$ cat config.mk
export PLATFORM = sky130hd
export DESIGN_NAME = ppcsb_top
export DESIGN_NICKNAME = d
export VERILOG_FILES = /design/src/core/ppcsb_port.v /design/src/core/ppcsb_top.v
export VERILOG_INCLUDE_DIRS = /design/src /design/src/core
export SDC_FILE = /design/constraint.sdc
export NUM_CORES = 1
export LEC_CHECK = 0
export BUFFER_PORTS_ARGS = -buffer_cell sky130_fd_sc_hd__buf_4
export CORE_UTILIZATION = 40
export CTS_CLUSTER_DIAMETER = 40
export DETAILED_ROUTE_END_ITERATION = 8
export PLACE_DENSITY = 0.68
export RECOVER_POWER = 25
export SETUP_SLACK_MARGIN = 0.4
export SYNTH_ARGS = -nofsm -noshare
export SYNTH_HDL_FRONTEND = slang
export SYNTH_HIERARCHICAL = 1
export SYNTH_SLANG_ARGS = --single-unit
$ cat constraint.sdc
create_clock -name pclk -period 2.2 [get_ports pclk]
set_input_delay 0.44 -clock pclk [delete_from_list [all_inputs] [get_ports pclk]]
set_output_delay 0.44 -clock pclk [all_outputs]
set_load 0.005 [all_outputs]
$ cat src/core/ppcsb_map.vh
`ifndef PPCSB_MAP_VH
`define PPCSB_MAP_VH
// ============================================================
// Address map (byte addresses, one 32-bit word per register)
`define PPCSB_OFS_DATA         4'h0
`define PPCSB_OFS_CFG          4'h4
`define PPCSB_OFS_PIN          4'h8
`define PPCSB_ADDR_ANALOG      8'h50
`define PPCSB_ADDR_STATUS      8'h54
`define PPCSB_NUM_PORTS        3'h5
// ============================================================
// Port indices (address bits 6:4)
`define PPCSB_PORT_LOW_ANALOG  0
`define PPCSB_PORT_HIGH_ANALOG 1
`define PPCSB_PORT_SPECIAL     2
`define PPCSB_PORT_GENERAL     3
`define PPCSB_PORT_WAKEUP      4
// ============================================================
// Special port field positions
`define PPCSB_BIT_HALT         7
`define PPCSB_BIT_IDLE         6
`define PPCSB_BIT_DELAY        7
`define PPCSB_BIT_ALT_PHASE    6
`define PPCSB_BIT_CLKOUT       7
`define PPCSB_BIT_SERIAL_IN    6
`define PPCSB_BIT_SERIAL_CLK   5
`define PPCSB_BIT_SERIAL_OUT   4
`define PPCSB_BIT_T1_IO        3
`define PPCSB_BIT_T1_CAPTURE   2
`define PPCSB_BIT_WATCHDOG     1
`define PPCSB_BIT_EXT_INT      0
// Wake-up port field positions
`define PPCSB_BIT_T2_B         5
`define PPCSB_BIT_T2_A         4
// Status register field positions
`define PPCSB_STAT_HALT        0
`define PPCSB_STAT_IDLE        1
`define PPCSB_STAT_DELAY       2
// ============================================================
// Reset values and write masks
`define PPCSB_RESET_BYTE       8'h00
`define PPCSB_RESET_ANALOG     16'h0000
`define PPCSB_KEEP_FULL        8'hFF
`define PPCSB_KEEP_SPECIAL     8'h3F
`endif

$ cat src/core/ppcsb_port.v
`timescale 1ns/10ps
`include "ppcsb_map.vh"
// ============================================================
// One 8-bit port: configuration and data storage, pin sampling
module ppcsb_port
#(
  parameter [7:0] KEEP = `PPCSB_KEEP_FULL
)
(
  // Clock and reset
  input  wire       pclk,
  input  wire       presetn,
  // Register writes
  input  wire       wr_cfg,
  input  wire       wr_data,
  input  wire [7:0] wdata,
  // Register contents
  output reg  [7:0] cfg,
  output reg  [7:0] data,
  // Pins
  input  wire [7:0] pad_in,
  output reg  [7:0] pin_level
);

  reg [7:0] pin_meta;

  // ============================================================
  // Configuration and data bits
  always @(posedge pclk or negedge presetn)
  begin
    if (!presetn)
    begin
      cfg  <= `PPCSB_RESET_BYTE;
      data <= `PPCSB_RESET_BYTE;
    end
    else
    begin
      if (wr_cfg)
        cfg <= wdata;
      if (wr_data)
        data <= wdata & KEEP;
    end
  end

  // ============================================================
  // Two-stage pin synchroniser
  always @(posedge pclk or negedge presetn)
  begin
    if (!presetn)
    begin
      pin_meta  <= `PPCSB_RESET_BYTE;
      pin_level <= `PPCSB_RESET_BYTE;
    end
    else
    begin
      pin_meta  <= pad_in;
      pin_level <= pin_meta;
    end
  end

endmodule

$ cat src/core/ppcsb_top.v
// The address map and the APB slave port are this design's own decisions.
`timescale 1ns/10ps
`include "ppcsb_map.vh"
module ppcsb_top
(
  // APB slave
  input  wire        pclk,
  input  wire        presetn,
  input  wire        psel,
  input  wire        penable,
  input  wire        pwrite,
  input  wire [7:0]  paddr,
  input  wire [31:0] pwdata,
  output reg  [31:0] prdata,
  output reg         pready,
  output reg         pslverr,
  // Port pins, 8 bits per port, port 0 in the low byte
  input  wire [39:0] pad_in,
  output reg  [39:0] pad_out,
  output reg  [39:0] pad_oe,
  output reg  [39:0] pad_pullup,
  // Device control
  input  wire        watchdog_select,
  input  wire        watchdog_signal,
  input  wire        rc_clock_config,
  input  wire        wake_event,
  output reg         halt_mode,
  output reg         idle_mode,
  output reg         main_clock_stop,
  output reg         alt_serial_phase,
  output reg         startup_delay_enable,
  // Alternate pin functions
  output reg         serial_data_in,
  output reg         serial_clock_pin,
  output reg         serial_data_out_pin,
  output reg         timer1_io_pin,
  output reg         timer1_capture_pin,
  output reg         external_interrupt_pin,
  output reg         timer2_input_a,
  output reg         timer2_input_b,
  output reg  [7:0]  wakeup_levels,
  output reg  [15:0] analog_channel_enable
);

  localparam NPORT = 5;
  localparam SP    = `PPCSB_PORT_SPECIAL;

  wire [39:0]     cfg_all;
  wire [39:0]     data_all;
  wire [39:0]     pin_all;
  wire [39:0]     analog_mask;
  wire [NPORT-1:0] wr_cfg;
  wire [NPORT-1:0] wr_data;
  wire            bus_write;
  wire            halt_set;
  wire            idle_set;
  reg  [15:0]     analog_sel;
  reg  [31:0]     rd_value;
  reg             rd_hit;
  reg             wake_meta;
  reg             wake_sync;
  reg             next_halt;
  reg             next_idle;

  // ============================================================
  // Address decode helpers
  function port_reg;
    input [7:0]   addr;
    input integer port;
    input [3:0]   ofs;
    begin
      port_reg = (addr[7] == 1'b0) && (addr[6:4] == port[2:0]) && (addr[3:0] == ofs);
    end
  endfunction

  function mapped;
    input [7:0] addr;
    begin
      mapped = ((addr[7] == 1'b0) && (addr[6:4] < `PPCSB_NUM_PORTS) &&
                ((addr[3:0] == `PPCSB_OFS_DATA) || (addr[3:0] == `PPCSB_OFS_CFG) ||
                 (addr[3:0] == `PPCSB_OFS_PIN))) ||
               (addr == `PPCSB_ADDR_ANALOG) || (addr == `PPCSB_ADDR_STATUS);
    end
  endfunction

  assign bus_write = psel & penable & pready & pwrite;

  // ============================================================
  // Port instances
  genvar p;
  generate
    for (p = 0; p < NPORT; p = p + 1)
    begin : g_port
      assign wr_cfg[p]  = bus_write & port_reg(paddr, p, `PPCSB_OFS_CFG);
      assign wr_data[p] = bus_write & port_reg(paddr, p, `PPCSB_OFS_DATA);
      ppcsb_port
      #(
        .KEEP (p == SP ? `PPCSB_KEEP_SPECIAL : `PPCSB_KEEP_FULL)
      )
      u_port
      (
        .pclk      (pclk),
        .presetn   (presetn),
        .wr_cfg    (wr_cfg[p]),
        .wr_data   (wr_data[p]),
        .wdata     (pwdata[7:0]),
        .cfg       (cfg_all[p*8 +: 8]),
        .data      (data_all[p*8 +: 8]),
        .pad_in    (pad_in[p*8 +: 8]),
        .pin_level (pin_all[p*8 +: 8])
      );
    end
  endgenerate

  // ============================================================
  // Register read mux
  assign analog_mask = {24'h000000, analog_sel};

  always @*
  begin
    rd_value = 32'h00000000;
    rd_hit   = mapped(paddr);
    if (paddr == `PPCSB_ADDR_ANALOG)
      rd_value = {16'h0000, analog_sel};
    else if (paddr == `PPCSB_ADDR_STATUS)
    begin
      rd_value[`PPCSB_STAT_HALT]  = halt_mode;
      rd_value[`PPCSB_STAT_IDLE]  = idle_mode;
      rd_value[`PPCSB_STAT_DELAY] = startup_delay_enable;
    end
    else if (rd_hit)
    begin
      case (paddr[3:0])
        `PPCSB_OFS_DATA:
          rd_value[7:0] = data_all[{paddr[6:4], 3'b000} +: 8];
        `PPCSB_OFS_CFG:
          rd_value[7:0] = cfg_all[{paddr[6:4], 3'b000} +: 8];
        `PPCSB_OFS_PIN:
          rd_value[7:0] = pin_all[{paddr[6:4], 3'b000} +: 8] &
                          ~analog_mask[{paddr[6:4], 3'b000} +: 8];
        default:
          rd_value = 32'h00000000;
      endcase
    end
  end

  // ============================================================
  // APB answer: one wait state, then pready for one cycle
  always @(posedge pclk or negedge presetn)
  begin
    if (!presetn)
    begin
      pready  <= 1'b0;
      prdata  <= 32'h00000000;
      pslverr <= 1'b0;
    end
    else if (psel && penable && !pready)
    begin
      pready  <= 1'b1;
      prdata  <= pwrite ? 32'h00000000 : rd_value;
      pslverr <= ~rd_hit;
    end
    else
    begin
      pready  <= 1'b0;
      prdata  <= 32'h00000000;
      pslverr <= 1'b0;
    end
  end

  // ============================================================
  // Analog channel selection
  always @(posedge pclk or negedge presetn)
  begin
    if (!presetn)
      analog_sel <= `PPCSB_RESET_ANALOG;
    else if (bus_write && paddr == `PPCSB_ADDR_ANALOG)
      analog_sel <= pwdata[15:0];
  end

  // ============================================================
  // Halt and idle requests; a request wins over a wake in the same cycle
  assign halt_set = wr_data[SP] & pwdata[`PPCSB_BIT_HALT];
  assign idle_set = wr_data[SP] & pwdata[`PPCSB_BIT_IDLE];

  always @*
  begin
    next_halt = halt_mode;
    next_idle = idle_mode;
    if (wake_sync)
    begin
      next_halt = 1'b0;
      next_idle = 1'b0;
    end
    if (halt_set)
      next_halt = 1'b1;
    if (idle_set)
      next_idle = 1'b1;
  end

  always @(posedge pclk or negedge presetn)
  begin
    if (!presetn)
    begin
      wake_meta <= 1'b0;
      wake_sync <= 1'b0;
    end
    else
    begin
      wake_meta <= wake_event;
      wake_sync <= wake_meta;
    end
  end

  always @(posedge pclk or negedge presetn)
  begin
    if (!presetn)
    begin
      halt_mode            <= 1'b0;
      idle_mode            <= 1'b0;
      main_clock_stop      <= 1'b0;
      alt_serial_phase     <= 1'b0;
      startup_delay_enable <= 1'b0;
    end
    else
    begin
      halt_mode            <= next_halt;
      idle_mode            <= next_idle;
      main_clock_stop      <= next_halt;
      alt_serial_phase     <= cfg_all[SP*8 + `PPCSB_BIT_ALT_PHASE];
      startup_delay_enable <= cfg_all[SP*8 + `PPCSB_BIT_DELAY] & rc_clock_config;
    end
  end

  // ============================================================
  // Pad drive, one flop set per pin
  genvar i;
  generate
    for (i = 0; i < 8 * NPORT; i = i + 1)
    begin : g_pad
      always @(posedge pclk or negedge presetn)
      begin
        if (!presetn)
        begin
          pad_oe[i]     <= 1'b0;
          pad_out[i]    <= 1'b0;
          pad_pullup[i] <= 1'b0;
        end
        else if (i == SP * 8 + `PPCSB_BIT_SERIAL_IN)
        begin
          pad_oe[i]     <= 1'b0;
          pad_out[i]    <= 1'b0;
          pad_pullup[i] <= 1'b0;
        end
        else if (i == SP * 8 + `PPCSB_BIT_CLKOUT)
        begin
          pad_oe[i]     <= 1'b1;
          pad_out[i]    <= ~pad_out[i] & ~next_halt;
          pad_pullup[i] <= 1'b0;
        end
        else if (i == SP * 8 + `PPCSB_BIT_WATCHDOG && watchdog_select)
        begin
          pad_oe[i]     <= ~watchdog_signal;
          pad_out[i]    <= 1'b0;
          pad_pullup[i] <= 1'b1;
        end
        else
        begin
          pad_oe[i]     <= cfg_all[i];
          pad_out[i]    <= data_all[i];
          pad_pullup[i] <= ~cfg_all[i] & data_all[i];
        end
      end
    end
  endgenerate

  // ============================================================
  // Alternate functions fed from synchronised pin levels, analog channel enables from analog_sel
  always @(posedge pclk or negedge presetn)
  begin
    if (!presetn)
    begin
      serial_data_in         <= 1'b0;
      serial_clock_pin       <= 1'b0;
      serial_data_out_pin    <= 1'b0;
      timer1_io_pin          <= 1'b0;
      timer1_capture_pin     <= 1'b0;
      external_interrupt_pin <= 1'b0;
      timer2_input_a         <= 1'b0;
      timer2_input_b         <= 1'b0;
      wakeup_levels          <= `PPCSB_RESET_BYTE;
      analog_channel_enable  <= `PPCSB_RESET_ANALOG;
    end
    else
    begin
      serial_data_in         <= pin_all[SP*8 + `PPCSB_BIT_SERIAL_IN];
      serial_clock_pin       <= pin_all[SP*8 + `PPCSB_BIT_SERIAL_CLK];
      serial_data_out_pin    <= pin_all[SP*8 + `PPCSB_BIT_SERIAL_OUT];
      timer1_io_pin          <= pin_all[SP*8 + `PPCSB_BIT_T1_IO];
      timer1_capture_pin     <= pin_all[SP*8 + `PPCSB_BIT_T1_CAPTURE];
      external_interrupt_pin <= pin_all[SP*8 + `PPCSB_BIT_EXT_INT];
      timer2_input_a         <= pin_all[`PPCSB_PORT_WAKEUP*8 + `PPCSB_BIT_T2_A];
      timer2_input_b         <= pin_all[`PPCSB_PORT_WAKEUP*8 + `PPCSB_BIT_T2_B];
      wakeup_levels          <= pin_all[`PPCSB_PORT_WAKEUP*8 +: 8];
      analog_channel_enable  <= analog_sel;
    end
  end

endmodule

==> results of run 1 <==
-- per-layer routing --
| metal | track usage, % | vias up | wire, µm |
|---|---|---|---|
| met4 | 5.98 | 0 | 659 |
| met3 | 4.41 | 56 | 2000 |
| li1 | - | 3168 | - |
| met2 | 30.1 | 254 | 13800 |
| met5 | 0 | - | 0 |
| met1 | 26.8 | 3574 | 12900 |
-- power groups by stage --
stage / registers (mW) / clock network (mW) / logic, mW
after global placement: 6.59 / 0 / 0.588
after detailed placement: 6.59 / 0 / 0.595
after floorplan: 6.58 / 0 / 0.202
final: 6.48 / 7.24 / 0.605
after global routing: 6.48 / 7.69 / 0.668
after CTS: 6.48 / 7.41 / 0.611
-- cell type report --
| cell class | count | area [µm²] |
|---|---|---|
| Fill cell | 2371 | 13000 |
| Multi-Input combinational cell | 321 | 3320 |
| Timing Repair Buffer | 342 | 2680 |
| Tap cell | 390 | 488 |
| Clock inverter | 28 | 342 |
| Inverter | 11 | 41.3 |
| Antenna cell | 1 | 2.50 |
| Sequential cell | 344 | 8610 |
| Clock buffer | 50 | 1180 |
-- synth_stat cells (10+ instances only) --
library cell,n
a221oi_1,11
buf_2,11
buf_4,26
buf_6,11
dfrtp_1,344
inv_1,11
mux2_2,25
mux2_4,78
mux2i_1,14
mux4_2,10
nand2_1,12
nor2_1,13
nor2b_1,38
nor4_1,10
-- worst paths after layout --
path / start / end / slack, ns / cells past startpoint
min reg2reg: g_port[2].u_port/pin_meta[6] / g_port[2].u_port/pin_level[6] / 0.34 / 0
min: pad_in[24] / g_port[3].u_port/pin_meta[0] / 0.04 / 1
min in group asynchronous: presetn / pad_pullup[24] / 0.50 / 2
max reg2reg: pready / analog_sel[7] / 0.22 / 6
max in group asynchronous: presetn / g_port[2].u_port/cfg[1] / 0.96 / 3
max: pready / analog_sel[7] / 0.22 / 6
-- state kept, by name (all words and copies together) (netlist names), 8 cells and up --
register and cells:
g_port.u_port/pin_level 40, pad_oe 39, analog_sel 16, analog_channel_enable 16, pad_out 39, g_port.u_port/cfg 40, prdata 16, wakeup_levels 8
g_port.u_port/pin_meta 40, g_port.u_port/data 38, pad_pullup 38
-- timing repair --
action	4_1_cts	5_1_grt
setup endpoints to repair	96	102
hold buffers	1	5
pin swaps	3	3
setup buffers	24	4
cloned	0	0
endpoints found under the hold margin	63	5
resized for setup	32	10
-- metrics by stage --
stage | instance area [µm²] | hold WS, ns | setup TNS (ns)
CTS | 16600 | 0.00233 | 0
finish | 16700 | 0.0396 | 0
detailed placement | 14800 | 0.335 | -11.79
global placement | 14800 | 0.332 | -10.66
floorplan | 12300 | 0.144 | 0
global route | 16700 | 0.0231 | 0
-- cell usage in the layout (no fill, tap or decap), drive strengths merged, types with 3 or more instances in the layout --
cell / count
a311oi: 7
conb: 23
clkinv: 9
dlygate4sd3: 6
o21ai: 9
buf: 273
a221oi: 11
clkbuf: 113
mux2: 103
inv: 20
a22o: 5
nor3: 6
dfrtp: 344
nor4: 10
nand2: 12
nor3b: 9
bufinv: 5
nor2: 14
mux4: 15
nor2b: 38
or4: 3
a221o: 3
or3: 6
a21oi: 9
nand3b: 4
mux2i: 14
clkinvlp: 5
-- cells by family after synthesis --
group | after synthesis
buffers and inverters | 69
AOI/OAI and AO/OA | 52
DFF | 344
muxes | 132
and+or+nand+nor | 114
other | 3
==> impl_metrics.py, run 1 <==
metrics = {
    "status": {
        "outcome": "finished, final reports clean",
    },
    "sta": {
        "fmax_ghz": 0.504,
        "setup_violations": 0,
        "finalHoldViolations": 0,
        "worst_slew_pin_slew_ns": 0.645,
        "clock_skew_ns": 0.0127,
        "rsz0062_at_grt": "yes",
        "slew_viol_final": 0,
        "maxSlewHeadroom_pct": 57.0,
        "min_period_ns": 1.98,
        "fin_ws_ns": 0.216,
        "period_share_pct": 90.2,
    },
    "synthesis": {
        "synth_area_leader_cell": "dfrtp_1",
        "syn_area_um2": 12100,
        "synth-adder-area-share_pct": 0,
        "synth-simple-area-share_pct": 5.83,
        "synthMuxAreaShare_pct": 16.1,
        "async_reset_ff_share_pct": 100,
        "ys_ff_latch": 344,
        "yosysSeqAreaShare_pct": 71.0,
        "postSynthAreaPerCell_um2": 17.0,
        "synth-xor-area-share_pct": 0,
        "ys.flop_type": "dfrtp_1",
        "synth_compound_area_share_pct": 3.19,
        "netlist_instances": 714,
        "synth_edf_count": 0,
        "synth_top_family_by_area": "multiplexers",
        "synth_top_area_share_pct": 71.0,
        "yosys_warnings": 6,
        "ys_top_cells_by_area": "dfrtp_1, mux2_4, mux2_2",
        "ys_types": 48,
    },
    "floorplan": {
        "num_rows": 63,
        "die_w_um": 176,
        "die_h_um": 176,
        "io_pins": 280,
        "coreArea_um2": 29700,
        "dieArea_um2": 31000,
        "initial_core_util_pct": 40.8,
    },
    "detailed_routing": {
        "drc_errors": 0,
        "routed_via_density": 4.74,
        "ant_nets": 0,
        "drt_pre_antenna_iters": 4,
        "drt_iter0_markers": 356,
        "num_vias": 7052,
        "wl_per_cell_um": 19.7,
        "drt_wl_total_mm": 29.4,
    },
    "grt": {
        "grt_max_degree": 80,
        "track_usage_pct": 19.3,
        "grt_pass1_vias": 7363,
        "antenna_found_initial": 1,
        "grt_pass1_wl_mm": 44.4,
        "globalRouteOverflowTotal": 0,
    },
    "worst_setup_path": {
        "crit_fanout": 6,
        "cp-end-kind": "flop",
        "crit_buf_inv": 2,
        "cpPeakStageDelay_ns": 0.46,
        "crit_type": "reg -> reg",
        "arrival_ns": 2.39,
        "startpoint_type": "flop",
        "required_ns": 2.61,
        "critPathTopFamily": "simple AND/OR/NAND/NOR gates",
        "crit_top_cell": "buf_6",
        "crit_slowest_cell": "or3_4",
        "path_cells": "nand4_1 -> or3_4 -> buf_6 -> nor3_4 -> buf_6 -> mux2_2",
    },
    "power": {
        "power.combinational.fraction_pct": 4.2,
        "p_switching_mw": 3.10,
        "vdd_drop_max_mv": 0.584,
        "clock_power_share_pct": 50.5,
        "power_leakage_nw": 8.32,
        "powerDensity_nw_per_um2": 859,
        "internal_power_mw": 11.2,
        "p_sw_share_pct": 21.6,
        "p_seq_share_pct": 45.2,
        "finalPower_mw": 14.3,
    },
    "clock_tree": {
        "clock_latency_ns": 0.52,
        "ctsLongestPathBuffers": 3,
        "htree_levels": 2,
        "root_buffer": "clkbuf_16",
        "path_clk_slew_ns": 0.06,
        "cts_tree": "done",
        "cts_buffers": 43,
        "cts.sinks": 344,
    },
    "place": {
        "place_ws_ns": -0.277,
        "post-place-cells": 1374,
        "portBuffers": 243,
        "place.gp.congestion": 0.800,
        "dpl.hpwl_mm": 20.5,
    },
    "layout": {
        "final_util_pct": 56.1,
        "syn_to_final_growth_pct": 37.4,
        "fin_cells": 1487,
        "nNetsFinal": 1152,
        "drive_gt1_share_pct": 49.1,
    },
    "run": {
        "cap_violations": 0,
    },
    "hold_path": {
        "hold_path_class": "in -> reg",
    },
}
(Power assumes the default switching activity.)
==> inputs of run 2 (changes only) <==
Settings changed: PLACE_DENSITY 0.68 to 0.66.
==> run 2 against run 1 <==
  * First-iteration DRC count increased by 8.1%
  * Hold slack improved by 0.0055 ns
  * Flip-flop and latch count unchanged
  * Combinational power decreased by 2%
  * Clock skew increased by 0.0053 ns
  * Total power decreased by 2.3%
  * Largest cell class unchanged
==> impl_metrics.py, run 2 (synthesis gave the netlist of run 1 again) <==
metrics = {
    "layout": {
        "final_common_cell": "dfrtp_1",
        "finalInstanceArea_um2": 16700,
        "largestRegisters": "g_port.u_port/cfg: 40 flops, g_port.u_port/pin_level: 40 flops, g_port.u_port/pin_meta: 40 flops",
        "syn_to_final_growth_pct": 37.9,
        "fin_cells": 1481,
        "nNetsFinal": 1147,
        "layout_common_cells": "dfrtp_1, buf_4, mux2_4",
        "final_util_pct": 56.3,
        "drive_gt1_share_pct": 50.7,
        "antenna_cells": 0,
    },
    "hold_path": {
        "hold_start": "pad_in[39]",
        "hold_depth": 1,
        "hold_path_class": "in -> reg",
        "hold_end": "g_port[4].u_port/pin_meta[7]",
    },
    "sta": {
        "finalHoldViolations": 0,
        "clock_skew_ns": 0.0180,
        "period_share_pct": 92.0,
        "slew_viol_final": 0,
        "setup_violations": 0,
        "fin_ws_ns": 0.175,
        "min_period_ns": 2.02,
        "maxSlewHeadroom_pct": 17.9,
        "worst_slew_pin_slew_ns": 1.23,
        "whs_ns": 0.0451,
        "fin_tns_setup_ns": 0,
        "rsz0062_at_grt": "yes",
        "fmax_ghz": 0.494,
    },
    "power": {
        "vdd_drop_max_mv": 0.558,
        "powerDensity_nw_per_um2": 837,
        "finalPower_mw": 14.0,
        "power_leakage_nw": 8.35,
    },
    "clock_tree": {
        "path_clk_slew_ns": 0.06,
        "root_buffer": "clkbuf_16",
        "cts_buffers": 43,
        "clock_latency_ns": 0.53,
        "cts.sinks": 344,
        "htree_levels": 2,
        "cts_tree": "done",
        "ctsLongestPathBuffers": 3,
    },
    "worst_setup_path": {
        "r2r-end": "g_port[0].u_port/cfg[7]",
        "crit_buf_inv": 2,
        "reg2reg_slack_ns": 0.18,
        "worstRegToRegCells": 6,
        "crit_type": "reg -> reg",
        "required_ns": 2.60,
        "critPathTopFamily": "simple AND/OR/NAND/NOR gates",
        "crit_slowest_cell": "or4_4",
        "r2r-start": "pready",
        "startpoint_type": "flop",
        "crit_fanout": 8,
        "cpPeakStageDelay_ns": 0.48,
        "cp-end-kind": "flop",
        "path_cells": "nand4_1 -> buf_4 -> or4_4 -> nor3_4 -> buf_12 -> mux2_4",
        "cp.depth": 6,
        "arrival_ns": 2.43,
    },
    "detailed_routing": {
        "drc_errors": 0,
        "drt_iter0_markers": 385,
        "wl_per_cell_um": 19.9,
        "drt_pre_antenna_iters": 4,
        "ant_nets": 0,
        "drt_wl_total_mm": 29.5,
        "routed_via_density": 4.80,
        "num_vias": 7113,
    },
    "run": {
        "cap_violations": 0,
    },
    "grt": {
        "track_usage_pct": 19.3,
        "antenna_found_initial": 0,
        "grt_pass1_wl_mm": 44.5,
        "grt_max_degree": 81,
        "globalRouteOverflowTotal": 0,
        "grt_pass1_vias": 7319,
    },
    "place": {
        "portBuffers": 243,
        "place.gp.congestion": 0.773,
        "place_area_um2": 14700,
        "place_ws_ns": -0.290,
        "post-place-cells": 1362,
        "dpl.hpwl_mm": 20.0,
    },
    "floorplan": {
        "die_w_um": 176,
        "coreArea_um2": 29700,
        "num_rows": 63,
        "initial_core_util_pct": 40.8,
        "dieArea_um2": 31000,
        "die_h_um": 176,
        "io_pins": 280,
    },
    "status": {
        "outcome": "finished, final reports clean",
    },
}
==> run 2: timing repair <==
item | 4_1_cts | 5_1_grt
cloned | 2 | 0
hold buffers | 1 | 3
setup endpoints to repair | 96 | 104
buffers inserted | 24 | 11
endpoints found under the hold margin | 31 | 3
resized for setup | 51 | 29
pin swaps | 9 | 5
==> run 2: worst max-delay path by stage <==
stage                     startpoint                       end  slack, ns
final                         pready   g_port[0].u_port/cfg[7]       0.18
after global routing          pready   g_port[0].u_port/cfg[7]       0.13
after CTS                     pready   g_port[0].u_port/cfg[7]       0.19
after detailed placement    paddr[1]  g_port[3].u_port/data[7]      -0.29
after global placement      paddr[1]  g_port[0].u_port/data[6]      -0.23
after floorplan             paddr[1]  g_port[0].u_port/data[0]       0.01
==> run 2: where the power goes <==
group / internal, mW / total, mW / switching [mW] / leakage [nW]
logic: 0.245 / 0.591 / 0.346 / 3.14
clock network: 4.11 / 6.93 / 2.82 / 0.708
registers: 6.44 / 6.48 / 0.0402 / 4.50
total: 10.8 / 14.0 / 3.20 / 8.35
==> run 2: metal layers <==
metal	track usage (%)	part of all wire (%)	vias to the layer above
met2	29.5	47	261
met5	0	0	-
met4	7.03	3.1	0
met1	26.8	43	3641
met3	4.69	6.8	59
li1	-	-	3152
==> run 2: cell type report <==
cell class / count / area, µm²
clock inverters: 29 / 303
flip-flops and latches: 344 / 8610
fillers: 2417 / 13000
inverters: 11 / 41.3
multi-input cells: 321 / 3420
repair buffers: 337 / 2720
well taps: 390 / 488
clock buffers: 49 / 1150
==> inputs of run 3 (changes only) <==
Settings changed: PLACE_DENSITY 0.66 to unset.
==> run 3 against run 2 <==
  * Routed wire length down 1.8%
  * Utilization fell by 0.69 points
  * Sequential power about the same
  * Via count shrank 2.0%
  * Count of clock-buffer cells in the layout increased by 1
  * Critical path depth is the same
  * Non-clock buffer count is 7 higher
  * Final cell count is 0.34% higher
  * Critical path type unchanged
  * Critical endpoint is now g_port[3].u_port/cfg[3]
==> impl_metrics.py, run 3 (synthesis gave the netlist of run 1 again) <==
metrics = {
    "worst_setup_path": {
        "required_ns": 2.61,
        "startpoint_type": "flop",
        "crit_slowest_cell": "or4_4",
        "path_cells": "nand4_1 -> buf_4 -> or4_4 -> nor2_4 -> buf_6 -> mux2_4",
        "r2r-start": "pready",
        "startpoint": "pready",
        "crit_fanout": 4,
        "r2r-end": "g_port[3].u_port/cfg[3]",
        "worstRegToRegCells": 6,
        "critPathTopFamily": "simple AND/OR/NAND/NOR gates",
        "crit_buf_inv": 2,
        "reg2reg_slack_ns": 0.17,
        "arrival_ns": 2.44,
        "crit_type": "reg -> reg",
        "cpPeakStageDelay_ns": 0.49,
        "cp-end-kind": "flop",
    },
    "layout": {
        "layout_common_cells": "dfrtp_1, buf_4, mux2_4",
        "finalInstanceArea_um2": 16500,
        "antenna_cells": 0,
        "nNetsFinal": 1153,
        "drive_gt1_share_pct": 48.6,
        "fillers": 2409,
        "syn_to_final_growth_pct": 36.2,
        "final_common_cell": "dfrtp_1",
        "largestRegisters": "g_port.u_port/cfg: 40 flops, g_port.u_port/pin_level: 40 flops, g_port.u_port/pin_meta: 40 flops",
        "fin_cells": 1486,
    },
    "sta": {
        "slew_viol_final": 0,
        "fmax_ghz": 0.492,
        "fin_tns_setup_ns": 0,
        "finalHoldViolations": 0,
        "rsz0062_at_grt": "yes",
        "clock_skew_ns": 0.0108,
        "min_period_ns": 2.03,
        "setup_violations": 0,
        "period_share_pct": 92.4,
        "maxSlewHeadroom_pct": 64.4,
        "worst_slew_pin_slew_ns": 0.533,
        "whs_ns": 0.0419,
    },
    "detailed_routing": {
        "routed_via_density": 4.69,
        "drt_iter0_markers": 354,
        "drt_wl_total_mm": 29.0,
        "num_vias": 6972,
        "drt_pre_antenna_iters": 4,
        "wl_per_cell_um": 19.5,
        "drc_errors": 0,
        "ant_nets": 0,
    },
    "power": {
        "p_seq_share_pct": 45.9,
        "clock_power_share_pct": 49.9,
        "p_switching_mw": 3.06,
        "internal_power_mw": 11.0,
        "powerDensity_nw_per_um2": 854,
        "vdd_drop_max_mv": 0.499,
        "p_sw_share_pct": 21.7,
        "power.combinational.fraction_pct": 4.2,
        "finalPower_mw": 14.1,
        "power_leakage_nw": 8.25,
    },
    "grt": {
        "track_usage_pct": 19.3,
        "grt_pass1_vias": 7216,
        "antenna_found_initial": 0,
        "grt_max_degree": 64,
        "grt_pass1_wl_mm": 44.2,
        "globalRouteOverflowTotal": 0,
    },
    "status": {
        "outcome": "finished, final reports clean",
    },
    "floorplan": {
        "coreArea_um2": 29700,
        "num_rows": 63,
        "initial_core_util_pct": 40.8,
        "die_h_um": 176,
        "io_pins": 280,
        "die_w_um": 176,
        "dieArea_um2": 31000,
    },
    "place": {
        "dpl.hpwl_mm": 20.3,
        "place.gp.congestion": 0.777,
        "portBuffers": 243,
        "post-place-cells": 1378,
        "place_area_um2": 14800,
    },
    "hold_path": {
        "hold_start": "pad_in[39]",
        "hold_end": "g_port[4].u_port/pin_meta[7]",
        "hold_path_class": "in -> reg",
        "hold_depth": 1,
    },
    "clock_tree": {
        "clock_latency_ns": 0.53,
        "cts.sinks": 344,
        "htree_levels": 2,
        "root_buffer": "clkbuf_16",
        "ctsLongestPathBuffers": 3,
        "cts_tree": "done",
        "cts_buffers": 42,
        "path_clk_slew_ns": 0.06,
    },
    "run": {
        "cap_violations": 0,
    },
}
## run 3: changes by cell type in the layout (fill, tap and decap cells not counted), moves of 7 or more
cell,change
buf_4,+13
clkbuf_1,+9
mux2_2,+9
o21ai_0,+7
nand2_1,+7
mux2_4,-9
## run 3: per-layer routing
| metal | part of all wire (%) | vias to the layer above | global-route usage, % |
|---|---|---|---|
| li1 | - | 3153 | - |
| met1 | 44 | 3521 | 26.6 |
| met2 | 48 | 244 | 30.6 |
| met3 | 6.4 | 54 | 4.37 |
| met4 | 2.1 | 0 | 5.43 |
| met5 | 0 | - | 0 |
## run 3: area by class of cell
class	instances	area (µm²)	share of cell area, %
clock inverters	26	323	1.95
multi-input cells	321	3280	19.9
well taps	390	488	2.95
repair buffers	344	2630	15.9
inverters	11	41.3	0.250
flip-flops and latches	344	8610	52.1
clock buffers	50	1140	6.91
## run 3: metrics by stage
stage,worst slack (ns),util [%]
final,0.168,55.6
after global routing,0.113,55.6
after CTS,0.175,55.8
after detailed placement,-0.258,49.8
after global placement,-0.237,49.8
after floorplan,0.0127,-
## run 3: worst max-delay path by stage
stage / endpoint / cells after the start
6_report: g_port[3].u_port/cfg[3] / 6
3_5_place_dp: g_port[3].u_port/data[3] / 6
2_1_floorplan: g_port[0].u_port/data[0] / 5
4_1_cts: g_port[0].u_port/cfg[3] / 6
5_1_grt: g_port[1].u_port/cfg[2] / 6
3_3_place_gp: g_port[3].u_port/data[3] / 6
## run 3: what timing repair did
action                     4_1_cts  5_1_grt
setup endpoints to repair       99      101
hold endpoints to repair        51        0
pin swaps                        3        1
setup buffers                   26        4
resized for setup               24        4
hold buffers                     2        0
## run 3: power groups by stage
stage	sequential (mW)	combinational (mW)	clock, mW
finish	6.48	0.586	7.04
global route	6.48	0.649	7.48
floorplan	6.58	0.202	0
global placement	6.59	0.582	0
detailed placement	6.59	0.587	0
CTS	6.48	0.602	7.20
## run 3: worst register-to-register path, delay by kind of cell, from the launching register on
kind / cells / cell delay, ns
mux: 1 / 0.29
simple gates: 3 / 0.92
flops: 1 / 0.34
buf+inv: 2 / 0.37
